==> config.mk <==
export PLATFORM = sky130hd
export DESIGN_NAME = pcrb_bank
export DESIGN_NICKNAME = d
export VERILOG_FILES = /design/src/rtl/pcrb_pkg.sv /design/src/rtl/pcrb_bank.sv /design/src/rtl/pcrb_cfg_word.sv /design/src/rtl/pcrb_out_gate.sv
export SDC_FILE = /design/constraint.sdc
export NUM_CORES = 1
export LEC_CHECK = 0
export BUFFER_PORTS_ARGS = -buffer_cell sky130_fd_sc_hd__buf_2
export CORE_ASPECT_RATIO = 0.7
export CORE_MARGIN = 1.5
export CORE_UTILIZATION = 52
export DETAILED_ROUTE_END_ITERATION = 8
export PLACE_DENSITY_LB_ADDON = 0.15
export SYNTH_ARGS = -nofsm -noshare
export SYNTH_HDL_FRONTEND = slang
export SYNTH_SLANG_ARGS = --single-unit
==> constraint.sdc <==
create_clock -name clk_in -period 2.4 [get_ports clk_in]
set_clock_uncertainty 0.1 [all_clocks]
set_input_delay 0.24 -clock clk_in [delete_from_list [all_inputs] [get_ports clk_in]]
set_output_delay 0.24 -clock clk_in [all_outputs]
set_load 0.005 [all_outputs]
==> src/rtl/pcrb_pkg.sv <==
/*
 * package for the pll configuration register bank: offsets, field layout,
 * reset values and the carrier structs shared by the bank and its helpers.
 * assumes a plain strobe register port with 8-bit byte addresses.
 */
package pcrb_pkg;

    localparam int          PCRB_AW            = 8;
    localparam int          PCRB_DW            = 32;
    localparam int          PCRB_NUM_CFG       = 4;

    // register byte offsets
    localparam logic [7:0]  PCRB_OFF_MEM_CFG   = 8'h0C;
    localparam logic [7:0]  PCRB_OFF_MEM_GATE  = 8'h10;
    localparam logic [7:0]  PCRB_OFF_NET_CFG   = 8'h1C;
    localparam logic [7:0]  PCRB_OFF_NET_GATE  = 8'h20;
    localparam logic [7:0]  PCRB_OFF_ALT_CFG   = 8'h38;
    localparam logic [7:0]  PCRB_OFF_ALT_GATE  = 8'h3C;
    localparam logic [7:0]  PCRB_OFF_PER_CFG   = 8'h50;
    localparam logic [7:0]  PCRB_OFF_PER_GATE  = 8'h54;
    localparam logic [7:0]  PCRB_OFF_PER_DIV   = 8'h5C;

    // pll index for each instance
    localparam int          PCRB_IDX_MEM       = 0;
    localparam int          PCRB_IDX_NET       = 1;
    localparam int          PCRB_IDX_ALT       = 2;
    localparam int          PCRB_IDX_PER       = 3;

    // configuration word field positions
    localparam int          PCRB_REF_LSB       = 0;
    localparam int          PCRB_REF_MSB       = 5;
    localparam int          PCRB_FB_LSB        = 6;
    localparam int          PCRB_FB_MSB        = 14;
    localparam int          PCRB_OUT_LSB       = 15;
    localparam int          PCRB_OUT_MSB       = 17;
    localparam int          PCRB_RANGE_LSB     = 18;
    localparam int          PCRB_RANGE_MSB     = 20;
    localparam int          PCRB_BYP_BIT       = 24;
    localparam int          PCRB_FSEBYP_BIT    = 25;
    localparam int          PCRB_LOCK_BIT      = 31;
    localparam int          PCRB_CKE_BIT       = 31;

    // reset values
    localparam logic [5:0]  PCRB_REF_RST       = 6'h01;
    localparam logic [8:0]  PCRB_FB_RST        = 9'h01F;
    localparam logic [2:0]  PCRB_OUT_RST       = 3'h3;
    localparam logic [2:0]  PCRB_RANGE_RST     = 3'h0;
    localparam logic        PCRB_BYP_RST       = 1'b1;
    localparam logic        PCRB_FSEBYP_RST    = 1'b1;
    localparam logic        PCRB_CKE_RST       = 1'b0;
    localparam logic [31:0] PCRB_DIV_RST       = 32'h0000_0000;
    localparam logic [31:0] PCRB_ZERO          = 32'h0000_0000;

    // derived divider arithmetic
    localparam logic [2:0]  PCRB_OUT_MAX       = 3'h6;
    localparam logic [6:0]  PCRB_ONE7          = 7'h01;
    localparam logic [10:0] PCRB_ONE11         = 11'h001;

    typedef struct packed {
        logic [PCRB_AW-1:0] addr;
        logic [PCRB_DW-1:0] wdata;
        logic               wr;
        logic               rd;
    } pcrb_req_t;

    typedef struct packed {
        logic       fsebyp;
        logic       byp;
        logic [2:0] range;
        logic [2:0] out_div;
        logic [8:0] fb_div;
        logic [5:0] ref_div;
    } pcrb_cfg_t;

    typedef struct packed {
        logic [6:0]  ref_ratio;
        logic [10:0] fb_ratio;
        logic [2:0]  out_shift;
        logic        out_bad;
        logic        bypass;
        logic        fse_bypass;
        logic [2:0]  range;
    } pcrb_ctl_t;

endpackage

==> src/rtl/pcrb_bank.sv <==
/*
 * pll configuration register bank: config and output gate words for the
 * memory, network, alternate core and peripheral plls, plus the peripheral
 * clock divider value.
 * assumes the clock/reset unit supplies a synchronous reset and that the plls
 * report lock as a level already synchronous to clk_in.
 */
// Our own choice: the address-and-strobe port.
// Operation
// - config word holds ref [5:0]=1, feedback [14:6]=0x1F, output [17:15]=3
// - range [20:18] resets zero; bits [23:21] and [30:26] reserved
// - bypass bit 24 and sense bypass bit 25, both reset to one
// - bit 31 shows live lock while bypass bit 24 is clear, zero in bypass, read only, writes ignored
// - output gate word: enable bit 31 resets zero, rest reserved
// - peripheral divider value: full 32-bit read-write, resets zero
// - separate config words at 0xC, 0x1C, 0x38 and 0x50, same layout
// - gate words at 0x10, 0x20, 0x3C, 0x54 each gate own pll
// - reference divide equals field plus one
// - feedback divide equals two times the sum of field and one
// - output divide is two to the field; above six is unsupported
`timescale 1ns/10ps
module pcrb_bank
    import pcrb_pkg::*;
#(
    parameter int NUM_PLL = PCRB_NUM_CFG
) (
    input  wire logic               clk_in,
    input  wire logic               rst_n_in,
    input  wire logic [7:0]         addr_in,
    input  wire logic [31:0]        wdata_in,
    input  wire logic               wr_in,
    input  wire logic               rd_in,
    output logic      [31:0]        rdata_out,
    input  wire logic [NUM_PLL-1:0] lock_in,
    output pcrb_ctl_t               ctl_out   [NUM_PLL],
    output logic      [NUM_PLL-1:0] cke_out,
    output logic      [NUM_PLL-1:0] unsupported_out,
    output logic      [31:0]        periph_div_out
);

    pcrb_req_t   req;
    logic [31:0] cfg_rd   [NUM_PLL];
    logic [31:0] gate_rd  [NUM_PLL];
    logic [NUM_PLL-1:0] cfg_wr;
    logic [NUM_PLL-1:0] gate_wr;
    logic        div_wr;
    logic [31:0] div_r;
    logic [31:0] div_nxt;
    logic [31:0] rdata_r;
    logic [31:0] rdata_nxt;

    assign req.addr  = addr_in;
    assign req.wdata = wdata_in;
    assign req.wr    = wr_in;
    assign req.rd    = rd_in;

    // map a pll index to its config word offset
    function automatic logic [7:0] cfg_off(input int idx);
        case (idx)
            PCRB_IDX_MEM: cfg_off = PCRB_OFF_MEM_CFG;
            PCRB_IDX_NET: cfg_off = PCRB_OFF_NET_CFG;
            PCRB_IDX_ALT: cfg_off = PCRB_OFF_ALT_CFG;
            default:      cfg_off = PCRB_OFF_PER_CFG;
        endcase
    endfunction

    // map a pll index to its output gate offset
    function automatic logic [7:0] gate_off(input int idx);
        case (idx)
            PCRB_IDX_MEM: gate_off = PCRB_OFF_MEM_GATE;
            PCRB_IDX_NET: gate_off = PCRB_OFF_NET_GATE;
            PCRB_IDX_ALT: gate_off = PCRB_OFF_ALT_GATE;
            default:      gate_off = PCRB_OFF_PER_GATE;
        endcase
    endfunction

    // one independent config word and gate per pll
    for (genvar i = 0; i < NUM_PLL; i++) begin : g_pll
        assign cfg_wr[i]  = req.wr && (req.addr == cfg_off(i));
        assign gate_wr[i] = req.wr && (req.addr == gate_off(i));

        pcrb_cfg_word u_cfg (
            .clk_in    (clk_in),
            .rst_n_in  (rst_n_in),
            .wr_in     (cfg_wr[i]),
            .wdata_in  (req.wdata),
            .lock_in   (lock_in[i] && !ctl_out[i].bypass),
            .rdata_out (cfg_rd[i]),
            .ctl_out   (ctl_out[i])
        );

        pcrb_out_gate u_gate (
            .clk_in    (clk_in),
            .rst_n_in  (rst_n_in),
            .wr_in     (gate_wr[i]),
            .wdata_in  (req.wdata),
            .rdata_out (gate_rd[i]),
            .cke_out   (cke_out[i])
        );

        assign unsupported_out[i] = ctl_out[i].out_bad;
    end

    // peripheral clock divider value, all 32 bits writable
    assign div_wr = req.wr && (req.addr == PCRB_OFF_PER_DIV);

    always_comb begin
        div_nxt = div_wr ? req.wdata : div_r;
    end

    always_ff @(posedge clk_in) begin
        if (!rst_n_in) begin
            div_r <= PCRB_DIV_RST;
        end else begin
            div_r <= div_nxt;
        end
    end

    assign periph_div_out = div_r;

    // read mux; unmapped addresses and idle cycles return zero, so the
    // data bus never carries stale values between reads
    always_comb begin
        rdata_nxt = PCRB_ZERO;
        if (req.rd) begin
            for (int i = 0; i < NUM_PLL; i++) begin
                if (req.addr == cfg_off(i)) begin
                    rdata_nxt = cfg_rd[i];
                end
                if (req.addr == gate_off(i)) begin
                    rdata_nxt = gate_rd[i];
                end
            end
            if (req.addr == PCRB_OFF_PER_DIV) begin
                rdata_nxt = div_r;
            end
        end
    end

    always_ff @(posedge clk_in) begin
        if (!rst_n_in) begin
            rdata_r <= PCRB_ZERO;
        end else begin
            rdata_r <= rdata_nxt;
        end
    end

    assign rdata_out = rdata_r;

endmodule

==> src/rtl/pcrb_cfg_word.sv <==
/*
 * one pll configuration word: holds the writable fields and turns them into
 * the ratios the analog pll wants.
 * assumes the bank decodes the address and hands in a one-cycle write pulse.
 */
`timescale 1ns/10ps
module pcrb_cfg_word
    import pcrb_pkg::*;
(
    input  wire logic        clk_in,
    input  wire logic        rst_n_in,
    input  wire logic        wr_in,
    input  wire logic [31:0] wdata_in,
    input  wire logic        lock_in,
    output logic      [31:0] rdata_out,
    output pcrb_ctl_t        ctl_out
);

    pcrb_cfg_t cfg_r;
    pcrb_cfg_t cfg_nxt;

    // capture only the writable fields; reserved and lock bits are dropped
    always_comb begin
        cfg_nxt = cfg_r;
        if (wr_in) begin
            cfg_nxt.ref_div = wdata_in[PCRB_REF_MSB:PCRB_REF_LSB];
            cfg_nxt.fb_div  = wdata_in[PCRB_FB_MSB:PCRB_FB_LSB];
            cfg_nxt.out_div = wdata_in[PCRB_OUT_MSB:PCRB_OUT_LSB];
            cfg_nxt.range   = wdata_in[PCRB_RANGE_MSB:PCRB_RANGE_LSB];
            cfg_nxt.byp     = wdata_in[PCRB_BYP_BIT];
            cfg_nxt.fsebyp  = wdata_in[PCRB_FSEBYP_BIT];
        end
    end

    always_ff @(posedge clk_in) begin
        if (!rst_n_in) begin
            cfg_r.ref_div <= PCRB_REF_RST;
            cfg_r.fb_div  <= PCRB_FB_RST;
            cfg_r.out_div <= PCRB_OUT_RST;
            cfg_r.range   <= PCRB_RANGE_RST;
            cfg_r.byp     <= PCRB_BYP_RST;
            cfg_r.fsebyp  <= PCRB_FSEBYP_RST;
        end else begin
            cfg_r <= cfg_nxt;
        end
    end

    // read view; lock is live, reserved bits stay zero
    always_comb begin
        rdata_out = PCRB_ZERO;
        rdata_out[PCRB_REF_MSB:PCRB_REF_LSB]     = cfg_r.ref_div;
        rdata_out[PCRB_FB_MSB:PCRB_FB_LSB]       = cfg_r.fb_div;
        rdata_out[PCRB_OUT_MSB:PCRB_OUT_LSB]     = cfg_r.out_div;
        rdata_out[PCRB_RANGE_MSB:PCRB_RANGE_LSB] = cfg_r.range;
        rdata_out[PCRB_BYP_BIT]                  = cfg_r.byp;
        rdata_out[PCRB_FSEBYP_BIT]               = cfg_r.fsebyp;
        rdata_out[PCRB_LOCK_BIT]                 = lock_in;
    end

    // ratios: ref = r+1, feedback = 2*(f+1), output = 2**q
    assign ctl_out.ref_ratio  = {1'b0, cfg_r.ref_div} + PCRB_ONE7;
    assign ctl_out.fb_ratio   = ({2'b00, cfg_r.fb_div} + PCRB_ONE11) << 1;
    assign ctl_out.out_shift  = cfg_r.out_div;
    assign ctl_out.out_bad    = (cfg_r.out_div > PCRB_OUT_MAX);
    assign ctl_out.bypass     = cfg_r.byp;
    assign ctl_out.fse_bypass = cfg_r.fsebyp;
    assign ctl_out.range      = cfg_r.range;

endmodule

==> src/rtl/pcrb_out_gate.sv <==
/*
 * one pll output gate word: a single clock enable bit at the top of the word.
 * assumes the bank decodes the address and hands in a one-cycle write pulse.
 */
`timescale 1ns/10ps
module pcrb_out_gate
    import pcrb_pkg::*;
(
    input  wire logic        clk_in,
    input  wire logic        rst_n_in,
    input  wire logic        wr_in,
    input  wire logic [31:0] wdata_in,
    output logic      [31:0] rdata_out,
    output logic             cke_out
);

    logic cke_r;
    logic cke_nxt;

    // only the enable bit is stored; the rest of the word is dropped
    always_comb begin
        cke_nxt = wr_in ? wdata_in[PCRB_CKE_BIT] : cke_r;
    end

    // enable starts low so the pll output stays gated until software opens it
    always_ff @(posedge clk_in) begin
        if (!rst_n_in) begin
            cke_r <= PCRB_CKE_RST;
        end else begin
            cke_r <= cke_nxt;
        end
    end

    always_comb begin
        rdata_out               = PCRB_ZERO;
        rdata_out[PCRB_CKE_BIT] = cke_r;
    end

    assign cke_out = cke_r;

endmodule

== Word level (Yosys, flattened, before mapping) ==
Cells that the tools add are included.

* Add/sub/neg operators: 8
* $lt $le $gt $ge: 4
* Eq/ne operators: 17
* Muxes and demuxes: 17
* Reduce and logical (&&, ||, !) cells: 18

{| class="wikitable"
|+ Operators with widths
! operator !! count
|-
| 32-bit 2-to-1 mux || 9
|-
| 8-bit == test || 8
|-
| 8-bit 2-to-1 mux || 8
|-
| 9-bit by 1-bit adder with 10-bit output (second input constant) || 4
|-
| 6-bit by 1-bit adder with 7-bit output (second input constant) || 4
|-
| 8-bit by 6-bit == test with 1-bit output (second input constant) || 3
|-
| 8-bit by 7-bit == test with 1-bit output (second input constant) || 3
|-
| 8-bit by 5-bit == test with 1-bit output (second input constant) || 2
|-
| 1-bit logical AND || 13
|-
| 3-bit greater-than comparator (second input constant) || 4
|-
| 8-bit by 4-bit == test with 1-bit output (second input constant) || 1
|-
| 1-bit logical NOT || 4
|-
| 2-bit AND reduction || 1
|}

* Flip-flop bits (word level): 160
* Bits of input ports: 48
* Output and inout bits: 180
* Word-level logic and storage cells: 94

== Depth between registers and ports, before layout ==
Gate-level depths: netlist of the first run.

* Word-level depth: 11
* Mapped depth: 8
* Gate-level depth less buffers: 5

== Hierarchy ==
A second synthesis of the first run with hierarchy kept.

* Cells, all modules: 1352
* Area total of the unflattened synthesis: 11174.5 sq um

{| class="wikitable"
|+ Modules (own cells, without submodules)
! module !! instances !! cells an instance !! area an instance (sq um) !! seq. area each (sq um)
|-
| pcrb_bank || 1 || 704 || 5183.7 || 1281.2
|-
| pcrb_cfg_word || 4 || 126 || 1217.4 || 460.4
|-
| pcrb_out_gate || 4 || 36 || 280.3 || 20.0
|}

== Least setup slack after synthesis of the first run ==
OpenSTA, ideal clock, no wires.

* Kind: input -> register
* Start: in addr_in[6]
* End: reg g_pll[0].u_cfg.cfg_r (netlist bit g_pll[0].u_cfg.rdata_out[0])
* Setup time: 0.141 ns
* Data arrival time: 1.794 ns
* Required time: 2.159 ns
* Setup slack: 0.365 ns
* Cell stages on the path: 7
* Buffers on the path: 3
* Cells stage by stage: or4_1 -> buf_4 -> nor4_4 -> and2_1 -> buf_4 -> buf_4 -> o211ai_1

* Cells in the longest elaborated chain, start to end: 2

{| class="wikitable"
|+ Ends and longest elaborated chain
! what !! line !! source
|-
| start: declaration || pcrb_bank.sv:29 || <nowiki>input wire logic [7:0] addr_in,</nowiki>
|-
| 8-bit by 4-bit == test with 1-bit output || pcrb_bank.sv:79 || <nowiki>assign cfg_wr[i] = req.wr && (req.addr == cfg_off(i));</nowiki>
|-
| 1-bit logical AND || pcrb_bank.sv:79 ||
|-
| end signal: assignment || pcrb_cfg_word.sv:44 || <nowiki>cfg_r <= cfg_nxt;</nowiki>
|-
| end: declaration || pcrb_cfg_word.sv:19 || <nowiki>pcrb_cfg_t cfg_r;</nowiki>
|}

Every way passes these cells.
A chain may end at the register's enable or synchronous reset.

==> results.txt, run 1 <==
# port buffers - 223
Final hold viol count - 0
RSZ-0062 raised after global routing - false
Place WS - 0.105 ns
Int Power - 0.00433 W
Final worst slack - 0.208 ns
H-tree Lvls - 4
Met3 wire len - 2720 um
CP Depth - 6
Hold_ws - 0.0154 ns
Final setup fails - 0
Synth async-reset ratio - 0%
Average wire per standard cell - 17.5 um
Post-Synthesis Cells - 916
Worst-path maximum fanout - 5
Clk sinks - 160
Crit end category - primary output
Switching Fraction - 23.2%
Share of the synthesized area in the top cell type - 42.6%
Syn Std Cell Area - 7530 um^2
Yosys reg bits - 160
All-Layer GR Usage - 29.6%
CTS Buffer Depth - 2
Fraction of final layout cells sized beyond drive strength 1 - 26.6%
GPL Wtd Cong - 0.910
Area Overhead vs Synth - 24.5%
Crit-path slowest cell - dfxtp_1
Io pins - 228
Worst EP arrival - 1.85 ns
Synth warnings - 0
Peak VDD IR - 0.498 mV
Final setup TNS - 0 ns
Crit. Startpoint - g_pll[1].u_cfg.rdata_out[7]$_SDFFE_PN1P_
Critical path buffer and inverter count - 1
Final ANT Viol Nets - 0
Status - complete, no violations
Worst Reg2Reg Path Length in Cells - 5
Largest net degree at the start of global routing - 129
Final WL - 22,800 um
Die Y - 104 um
R2r startpoint - g_pll[0].u_cfg.ctl_out[4]$_SDFFE_PN1P_
Vias/cell - 5.55
Sequential area share after synthesis - 42.6%
Largest area contributor in the netlist - dfxtp_1
Max-Cap Viols - 0
Part of the power in registers - 47.2%
DRC viols - 0
EDFF count, synth - 0
Worst-Margin Slew - 0.536 ns
Final Max Tran Viols - 0
DR vias - 7,253
Worst reg2reg setup slack - 0.78 ns
HP Class - in -> reg
ANT cells - 0
Clk pwr share - 48.8%
Detailed route wirelength on metal2 - 9700 um
Relative slew slack - 64.3%
Cell leakage power - 4.41 nW
CTS Root Cell - clkbuf_16
Post-CTS sizing - 0
Final Power - 0.00564 W
Post-layout nets - 1,159
Most frequent cell after synthesis - nand2_1
Reg2reg end - rdata_out[31]$_SDFF_PN0_
Vias in the first global route - 6,477
Initial antenna violation count - 0
Ys flop type - dfxtp_1
Kind of critical path - reg -> out
Uppermost layer routed - met4
Crit-path cells - ha_1 > nand2_1 > nor2_1 > nand3_1 > xnor2_1 > buf_2
Iter 0 DRT Violations - 766
Rows - 36
Synth top cells by count - nand2_1, dfxtp_1, a21boi_0
First-pass GRT wire length - 35,600 um
Max incr delay on CP - 0.42 ns
Sw Pwr - 0.00131 W
Setup Fix Bufs, Post-CTS - 0
Power per cell area - 602 nW/um^2
Combinational share of power - 4.0%
M1 WL - 10,300 um
Req. time, crit path - 2.06 ns
Crit path launch type - flop
Min Clock Period, post-route - 2.19 ns
Period utilization - 91.3%
Largest cells by area after synthesis - dfxtp_1, nand2_1, a21boi_0, buf_4, nand3_1
CP delay by family, top - simple AND/OR/NAND/NOR gates
DP HPWL - 15,800 um
Num CTS Buffers - 17
Max Fclk - 456 MHz
CTS tree - done
Grt ovf - 0
Worst-skew pair later-pin latency - 0.42 ns
Syn Area/Cell - 8.22 um^2
Initial cell density of the core - 53.7%
Synth cell types - 49
Core Box Area - 14,000 um^2
Clk slew on worst S/H paths - 0.07 ns
Die footprint - 15,200 um^2
Final core occ - 66.9%
Chip Width - 147 um
Drt first pass iters - 9
Setup crit end - ctl_out[72]
==> through the flow <==
stage,std cells,cell area [um^2]
floorplan,919,7540
CTS,1306,9370
detailed placement,1264,8670
global placement,1264,8670
finish,1306,9370
global route,1306,9370
==> worst register-to-register path, stage by stage, from the launching register on <==
cell and delay, ns:
dfxtp_1 0.36, or3b_2 0.48, a21oi_1 0.18, o211a_1 0.19, o32ai_1 0.10, a21oi_1 0.15
==> area by class of cell <==
| type | instances | area [um^2] |
|---|---|---|
| clock inverters | 13 | 153 |
| well taps | 190 | 238 |
| repair buffers | 265 | 1550 |
| clock buffers | 19 | 443 |
| inverters | 16 | 60.1 |
| fillers | 1214 | 4640 |
| flip-flops and latches | 160 | 3200 |
| multi-input cells | 643 | 3720 |
==> sequential cells by signal, indices dropped and copies added, names as in the netlist <==
register / cells
rdata_out: 32
g_pll.u_cfg.rdata_out: 60
g_pll.u_gate.cke_out: 4
g_pll.u_cfg.ctl_out: 32
periph_div_out: 32
==> routing by layer <==
layer | vias to the layer above | track usage (%)
met4 | 0 | 5.56
met5 | - | 0
met3 | 18 | 9.16
met1 | 3381 | 43.4
li1 | 3437 | -
met2 | 417 | 42.7
==> repair_timing <==
action	CTS	global route
endpoints found under the setup margin	0	0
hold buffers	10	0
endpoints found under the hold margin	10	0
==> how the worst min path moves through the flow <==
stage / start / depth (start not counted) / slack [ns] / endpoint
CTS: wdata_in[18] / 3 / 0.005 / g_pll[0].u_cfg.ctl_out[0]$_SDFFE_PN0P_
global route: wdata_in[1] / 3 / 0.02 / g_pll[0].u_cfg.rdata_out[1]$_SDFFE_PN0P_
global placement: periph_div_out[23]$_SDFFE_PN0P_ / 2 / 0.35 / periph_div_out[23]$_SDFFE_PN0P_
detailed placement: periph_div_out[30]$_SDFFE_PN0P_ / 2 / 0.36 / periph_div_out[30]$_SDFFE_PN0P_
floorplan: wdata_in[25] / 2 / 0.26 / g_pll[0].u_cfg.ctl_out[3]$_SDFFE_PN1P_
finish: wdata_in[1] / 3 / 0.02 / g_pll[1].u_cfg.rdata_out[1]$_SDFFE_PN0P_
==> layout by cell type (no fill, tap or decap), types with 2 or more instances in the layout <==
cell,instances
buf_12,7
nor3_4,2
nor4_4,3
inv_1,16
and2_1,10
nor3_1,4
o211ai_1,11
a21oi_1,27
clkinv_4,2
xnor2_1,28
and3_1,18
buf_4,26
nand2_1,273
ha_1,8
nand4_1,3
a21boi_0,71
buf_2,222
xor2_1,16
dfxtp_1,160
clkinvlp_4,5
dlygate4sd3_1,10
inv_6,3
mux2i_1,5
nand2b_1,2
clkbuf_16,17
a21boi_1,13
nor2b_1,3
nand3_1,62
conb_1,4
bufinv_16,2
or4_1,2
nor2_1,11
a21o_1,24
nor4_1,2
a222oi_1,22
==> power by group through the flow <==
stage          Sequential [W]  Clock (W)  Combinational, W
6_report              0.00266    0.00275          0.000226
5_1_grt               0.00266    0.00288          0.000243
4_1_cts               0.00266    0.00276          0.000222
3_5_place_dp          0.00272          0          0.000209
3_3_place_gp          0.00272          0          0.000210
2_1_floorplan         0.00272          0          0.000100
==> kinds of logic after synthesis <==
family	after synthesis	share of synthesized area, %
other	1	0.0498
XOR/XNOR	44	5.12
flip-flops	160	42.6
multiplexers	5	0.665
AO/OA/AOI/OAI	178	17.7
AND/OR/NAND/NOR	404	24.1
buffers and inverters	116	8.51
adder cells (fa/ha/maj)	8	1.33
(Power assumes the default switching activity.)
==> inputs of run 2 (changes only) <==
Settings changed: PLACE_DENSITY set to 0.81, PLACE_DENSITY_LB_ADDON 0.15 to unset, RECOVER_POWER set to 25.
==> run 2 against run 1 <==
Against the previous run: setup slack gained 0.00094 ns; final cell count did not move; register-to-register slack gained 0.02 ns; flip-flop and latch count did not move; power shrank 4.1%; global-route usage grew 0.67 points; hold slack lost 0.0012 ns; largest power group is now registers; sequential power barely moved; first-iteration DRC count up 22%; clock power fell by 8.4%.
==> results.txt, run 2 (same netlist as run 1, synthesis figures left out) <==
Iter 0 DRT Violations - 934
Drt first pass iters - 9
Core Box Area - 14,000 um^2
Die footprint - 15,200 um^2
Kind of critical path - reg -> out
Final setup TNS - 0 ns
Req. time, crit path - 2.06 ns
Initial antenna violation count - 0
Die Y - 104 um
Worst-path maximum fanout - 5
Final ANT Viol Nets - 0
Crit-path cells - ha_1 > nand2_1 > nor2_1 > nand3_1 > xnor2_1 > buf_2
Post-layout nets - 1,159
Period utilization - 91.3%
Setup Fix Bufs, Post-CTS - 0
DRC viols - 0
Power per cell area - 584 nW/um^2
Max-Cap Viols - 0
Hold_ws - 0.0142 ns
Clk sinks - 160
Largest net degree at the start of global routing - 129
Worst-Margin Slew - 0.538 ns
Post-CTS sizing - 0
Min-Delay Path Depth - 3
Clk slew on worst S/H paths - 0.07 ns
Filler Cells Inserted - 1,214
Worst-skew pair later-pin latency - 0.42 ns
Final setup fails - 0
DP HPWL - 15,900 um
Vias/cell - 5.67
DR vias - 7,401
Relative slew slack - 64.2%
Hold Path Sink - periph_div_out[17]$_SDFFE_PN0P_
Finished Layout Cells - 1,306
HP Start - wdata_in[17]
Largest register FFs - 60
Final hold viol count - 0
CTS tree - done
All-Layer GR Usage - 30.3%
Crit-path slowest cell - dfxtp_1
Reg2reg end - rdata_out[31]$_SDFF_PN0_
Worst EP arrival - 1.85 ns
H-tree Lvls - 4
Crit end category - primary output
HP Class - in -> reg
Initial cell density of the core - 53.7%
RSZ-0062 raised after global routing - false
Status - complete, no violations
Max Fclk - 456 MHz
Average wire per standard cell - 17.8 um
Grt ovf - 0
Io pins - 228
Area Overhead vs Synth - 23.0%
CTS Root Cell - clkbuf_16
ANT cells - 0
Min Clock Period, post-route - 2.19 ns
Final Max Tran Viols - 0
Worst reg2reg setup slack - 0.80 ns
Rows - 36
Chip Width - 147 um
Final Power - 0.00541 W
CTS Buffer Depth - 2
First-pass GRT wire length - 36,400 um
Cell leakage power - 4.22 nW
Placed Cells - 1,263
# port buffers - 223
Max incr delay on CP - 0.41 ns
Fraction of final layout cells sized beyond drive strength 1 - 22.9%
Peak VDD IR - 0.406 mV
Most common cell after layout, fill and taps aside - nand2_1
Vias in the first global route - 6,787
Final WL - 23,300 um
Num CTS Buffers - 17
Crit path launch type - flop
Worst Reg2Reg Path Length in Cells - 5
Final core occ - 66.1%
R2r startpoint - g_pll[0].u_cfg.ctl_out[4]$_SDFFE_PN1P_
Commonest cells after routing, fill and taps aside - nand2_1, buf_2, dfxtp_1, a21boi_0, nand3_1
GPL Wtd Cong - 0.884
==> run 2: cell count changes in the layout (fill, tap and decap cells not counted), sizes merged <==
cell	delta
buf	-41
inv	+1
clkinvlp	-2
clkinv	+4
bufinv	-2
dlygate4sd3	+1
clkbuf	+39
==> run 2: power breakdown <==
part | internal [W] | total [W] | switching (W)
combinational | 0.0000922 | 0.000230 | 0.000137
sequential | 0.00266 | 0.00266 | 0.00000455
clock | 0.00136 | 0.00252 | 0.00115
total | 0.00412 | 0.00541 | 0.00129
==> run 2: critical path, delay by kind of cell, from the launching register on <==
family / cells / cell delay [ns]
adders and majority gates: 1 / 0.24
buffers and inverters: 1 / 0.15
and+or+nand+nor: 3 / 0.42
DFF: 1 / 0.41
xor gates and xnor gates: 1 / 0.22
==> run 2: worst max-delay path by stage <==
stage | from | endpoint | slack [ns] | depth (start not counted)
floorplan | addr_in[6] | g_pll[0].u_cfg.rdata_out[0]$_SDFFE_PN1P_ | 0.36 | 7
global placement | addr_in[6] | rdata_out[6]$_SDFF_PN0_ | 0.16 | 8
detailed placement | addr_in[6] | rdata_out[6]$_SDFF_PN0_ | 0.14 | 8
CTS | g_pll[0].u_cfg.rdata_out[6]$_SDFFE_PN1P_ | ctl_out[99] | 0.22 | 5
global route | g_pll[1].u_cfg.rdata_out[6]$_SDFFE_PN1P_ | ctl_out[72] | 0.03 | 6
finish | g_pll[1].u_cfg.rdata_out[6]$_SDFFE_PN1P_ | ctl_out[72] | 0.21 | 6
==> run 2: metrics by stage <==
step	instance area (um^2)	worst slack, ns
finish	9260	0.209
floorplan	7540	0.365
global route	9260	0.0336
CTS	9310	0.220
detailed placement	8650	0.143
global placement	8650	0.161
==> run 2: what timing repair did <==
item | 4_1_cts | 5_1_grt
hold buffers | 11 | 0
setup endpoints to repair | 0 | 0
hold endpoints to repair | 12 | 0
==> run 2: final cells by class <==
cell class                      instances  area [um^2]  share of cell area [%]
Tap cell                              190          238                    2.57
Inverter                               16         60.1                   0.649
Timing Repair Buffer                  265         1490                    16.0
Sequential cell                       160         3200                    34.6
Multi-Input combinational cell        643         3720                    40.2
Clock inverter                         14          108                    1.16
Clock buffer                           18          439                    4.74
==> run 2: routing by layer <==
metal | routed length (um) | global-route usage [%] | share of wire [%]
met3 | 2720 | 7.05 | 12
met4 | 247 | 7.58 | 1.1
met2 | 10500 | 48.0 | 45
met1 | 9750 | 41.5 | 42
met5 | 0 | 0 | 0
==> inputs of run 3 (changes only) <==
Settings changed: CELL_PAD_IN_SITES_DETAIL_PLACEMENT set to 0, CELL_PAD_IN_SITES_GLOBAL_PLACEMENT set to 1, CORE_UTILIZATION 52 to 37, PLACE_DENSITY 0.81 to unset, PLACE_DENSITY_LB_ADDON set to 0.1, RECOVER_POWER 25 to 100.
==> run 3 against run 2 <==
Against the previous run: first-iteration DRC count shrank 31%; largest power group unchanged; die area grew 39%; clock-buffer cell count grew 2; critical path type unchanged; via count shrank 2.0%; hold slack lost 0.0041 ns; register-to-register slack is essentially flat; sequential share of layout area shrank 0.35 points; fmax shrank 0.62%; cell area grew 1.0%; sequential power is essentially flat; critical path depth shrank 1.
==> results.txt, run 3 (same netlist as run 1, synthesis figures left out) <==
Crit path launch type - flop
Max-Cap Viols - 0
Worst-skew pair later-pin latency - 0.44 ns
Hold Path Sink - g_pll[3].u_cfg.rdata_out[13]$_SDFFE_PN0P_
CTS Root Cell - clkbuf_16
Req. time, crit path - 2.06 ns
Crit end category - primary output
Clk slew on worst S/H paths - 0.06 ns
Worst EP arrival - 1.86 ns
Max Fclk - 454 MHz
Rows - 43
Largest net degree at the start of global routing - 129
Post-CTS sizing - 0
Commonest cells after routing, fill and taps aside - nand2_1, dfxtp_1, clkbuf_1, buf_2, a21boi_0
Kind of critical path - reg -> out
Post-layout nets - 1,175
Fraction of final layout cells sized beyond drive strength 1 - 15.8%
DP HPWL - 19,400 um
Clk sinks - 160
DR vias - 7,252
CTS tree - done
Final core occ - 47.1%
H-tree Lvls - 4
DRC viols - 0
Average wire per standard cell - 19.5 um
All-Layer GR Usage - 25.8%
Initial cell density of the core - 37.9%
Period utilization - 91.9%
Status - complete, no violations
CTS Hold Buffers Added - 16
Die footprint - 21,200 um^2
Worst Reg2Reg Path Length in Cells - 5
Core Box Area - 19,900 um^2
RSZ-0062 raised after global routing - false
Final ANT Viol Nets - 0
Power per cell area - 592 nW/um^2
# port buffers - 223
Grt ovf - 0
HP Start - wdata_in[13]
Drt first pass iters - 6
Initial antenna violation count - 2
R2r startpoint - g_pll[0].u_cfg.ctl_out[4]$_SDFFE_PN1P_
HP Class - in -> reg
Final hold viol count - 0
Worst-Margin Slew - 0.739 ns
ANT cells - 0
Final WL - 27,400 um
Io pins - 228
Setup Fix Bufs, Post-CTS - 0
Min-Delay Path Depth - 3
Worst reg2reg setup slack - 0.79 ns
Peak VDD IR - 0.520 mV
Final setup TNS - 0 ns
Iter 0 DRT Violations - 645
Die Y - 122 um
Worst-path maximum fanout - 5
Vias/cell - 5.17
First-pass GRT wire length - 41,200 um
Largest register FFs - 60
CTS Buffer Depth - 2
Most common cell after layout, fill and taps aside - nand2_1
Area Overhead vs Synth - 24.2%
Chip Width - 173 um
Min Clock Period, post-route - 2.20 ns
Relative slew slack - 50.7%
Final Max Tran Viols - 0
Num CTS Buffers - 17
Reg2reg end - rdata_out[31]$_SDFF_PN0_
GPL Wtd Cong - 0.900
Cell leakage power - 3.94 nW
Final setup fails - 0
Vias in the first global route - 6,802
[run 3: where the power goes]
group          leakage (nW)  total (W)  switching (W)  internal, W
Sequential             1.29    0.00266     0.00000480      0.00266
Clock                 0.263    0.00263        0.00117      0.00146
Combinational          2.39   0.000242       0.000147    0.0000946
[run 3: final cells by class]
cell class | instances | area [um^2]
Inverter | 16 | 60.1
Multi-Input combinational cell | 643 | 3700
Tap cell | 270 | 338
Timing Repair Buffer | 281 | 1490
Clock inverter | 12 | 110
Fill cell | 2089 | 10500
Clock buffer | 20 | 447
Sequential cell | 160 | 3200
[run 3: worst max-delay path, stage by stage, from the launching register on]
cell	delay, ns
dfxtp_1	0.41
ha_1	0.28
nand2_1	0.07
nor2_1	0.18
xor2_1	0.34
clkbuf_1	0.16
[run 3: how the worst max path moves through the flow]
stage / start / endpoint / slack [ns] / depth (start not counted)
after CTS: g_pll[1].u_cfg.rdata_out[6]$_SDFFE_PN1P_ / ctl_out[72] / 0.18 / 6
after floorplan: addr_in[6] / g_pll[0].u_cfg.rdata_out[0]$_SDFFE_PN1P_ / 0.36 / 7
after global routing: g_pll[1].u_cfg.rdata_out[7]$_SDFFE_PN1P_ / ctl_out[72] / 0.03 / 6
final: g_pll[1].u_cfg.rdata_out[6]$_SDFFE_PN1P_ / ctl_out[70] / 0.20 / 5
after detailed placement: addr_in[6] / rdata_out[6]$_SDFF_PN0_ / 0.05 / 7
after global placement: addr_in[6] / rdata_out[12]$_SDFF_PN0_ / 0.13 / 9
[run 3: layer usage]
| metal | up-vias | part of all wire, % | global-route usage, % |
|---|---|---|---|
| met5 | - | 0.048 | 0 |
| met4 | 2 | 0.72 | 5.82 |
| met3 | 19 | 9.4 | 7.13 |
| met2 | 299 | 41 | 37.2 |
| met1 | 3464 | 49 | 37.9 |
| li1 | 3468 | - | - |
[run 3: per-stage QoR]
step	setup slack, ns	hold slack (ns)	total power (W)	cells	area (um^2)
floorplan	0.365	0.264	0.00282	919	7540
global placement	0.130	0.353	0.00295	1354	8870
detailed placement	0.0549	0.358	0.00295	1354	8870
CTS	0.184	0.000522	0.00558	1402	9590
global route	0.0299	0.00273	0.00570	1402	9350
finish	0.195	0.0101	0.00553	1402	9350
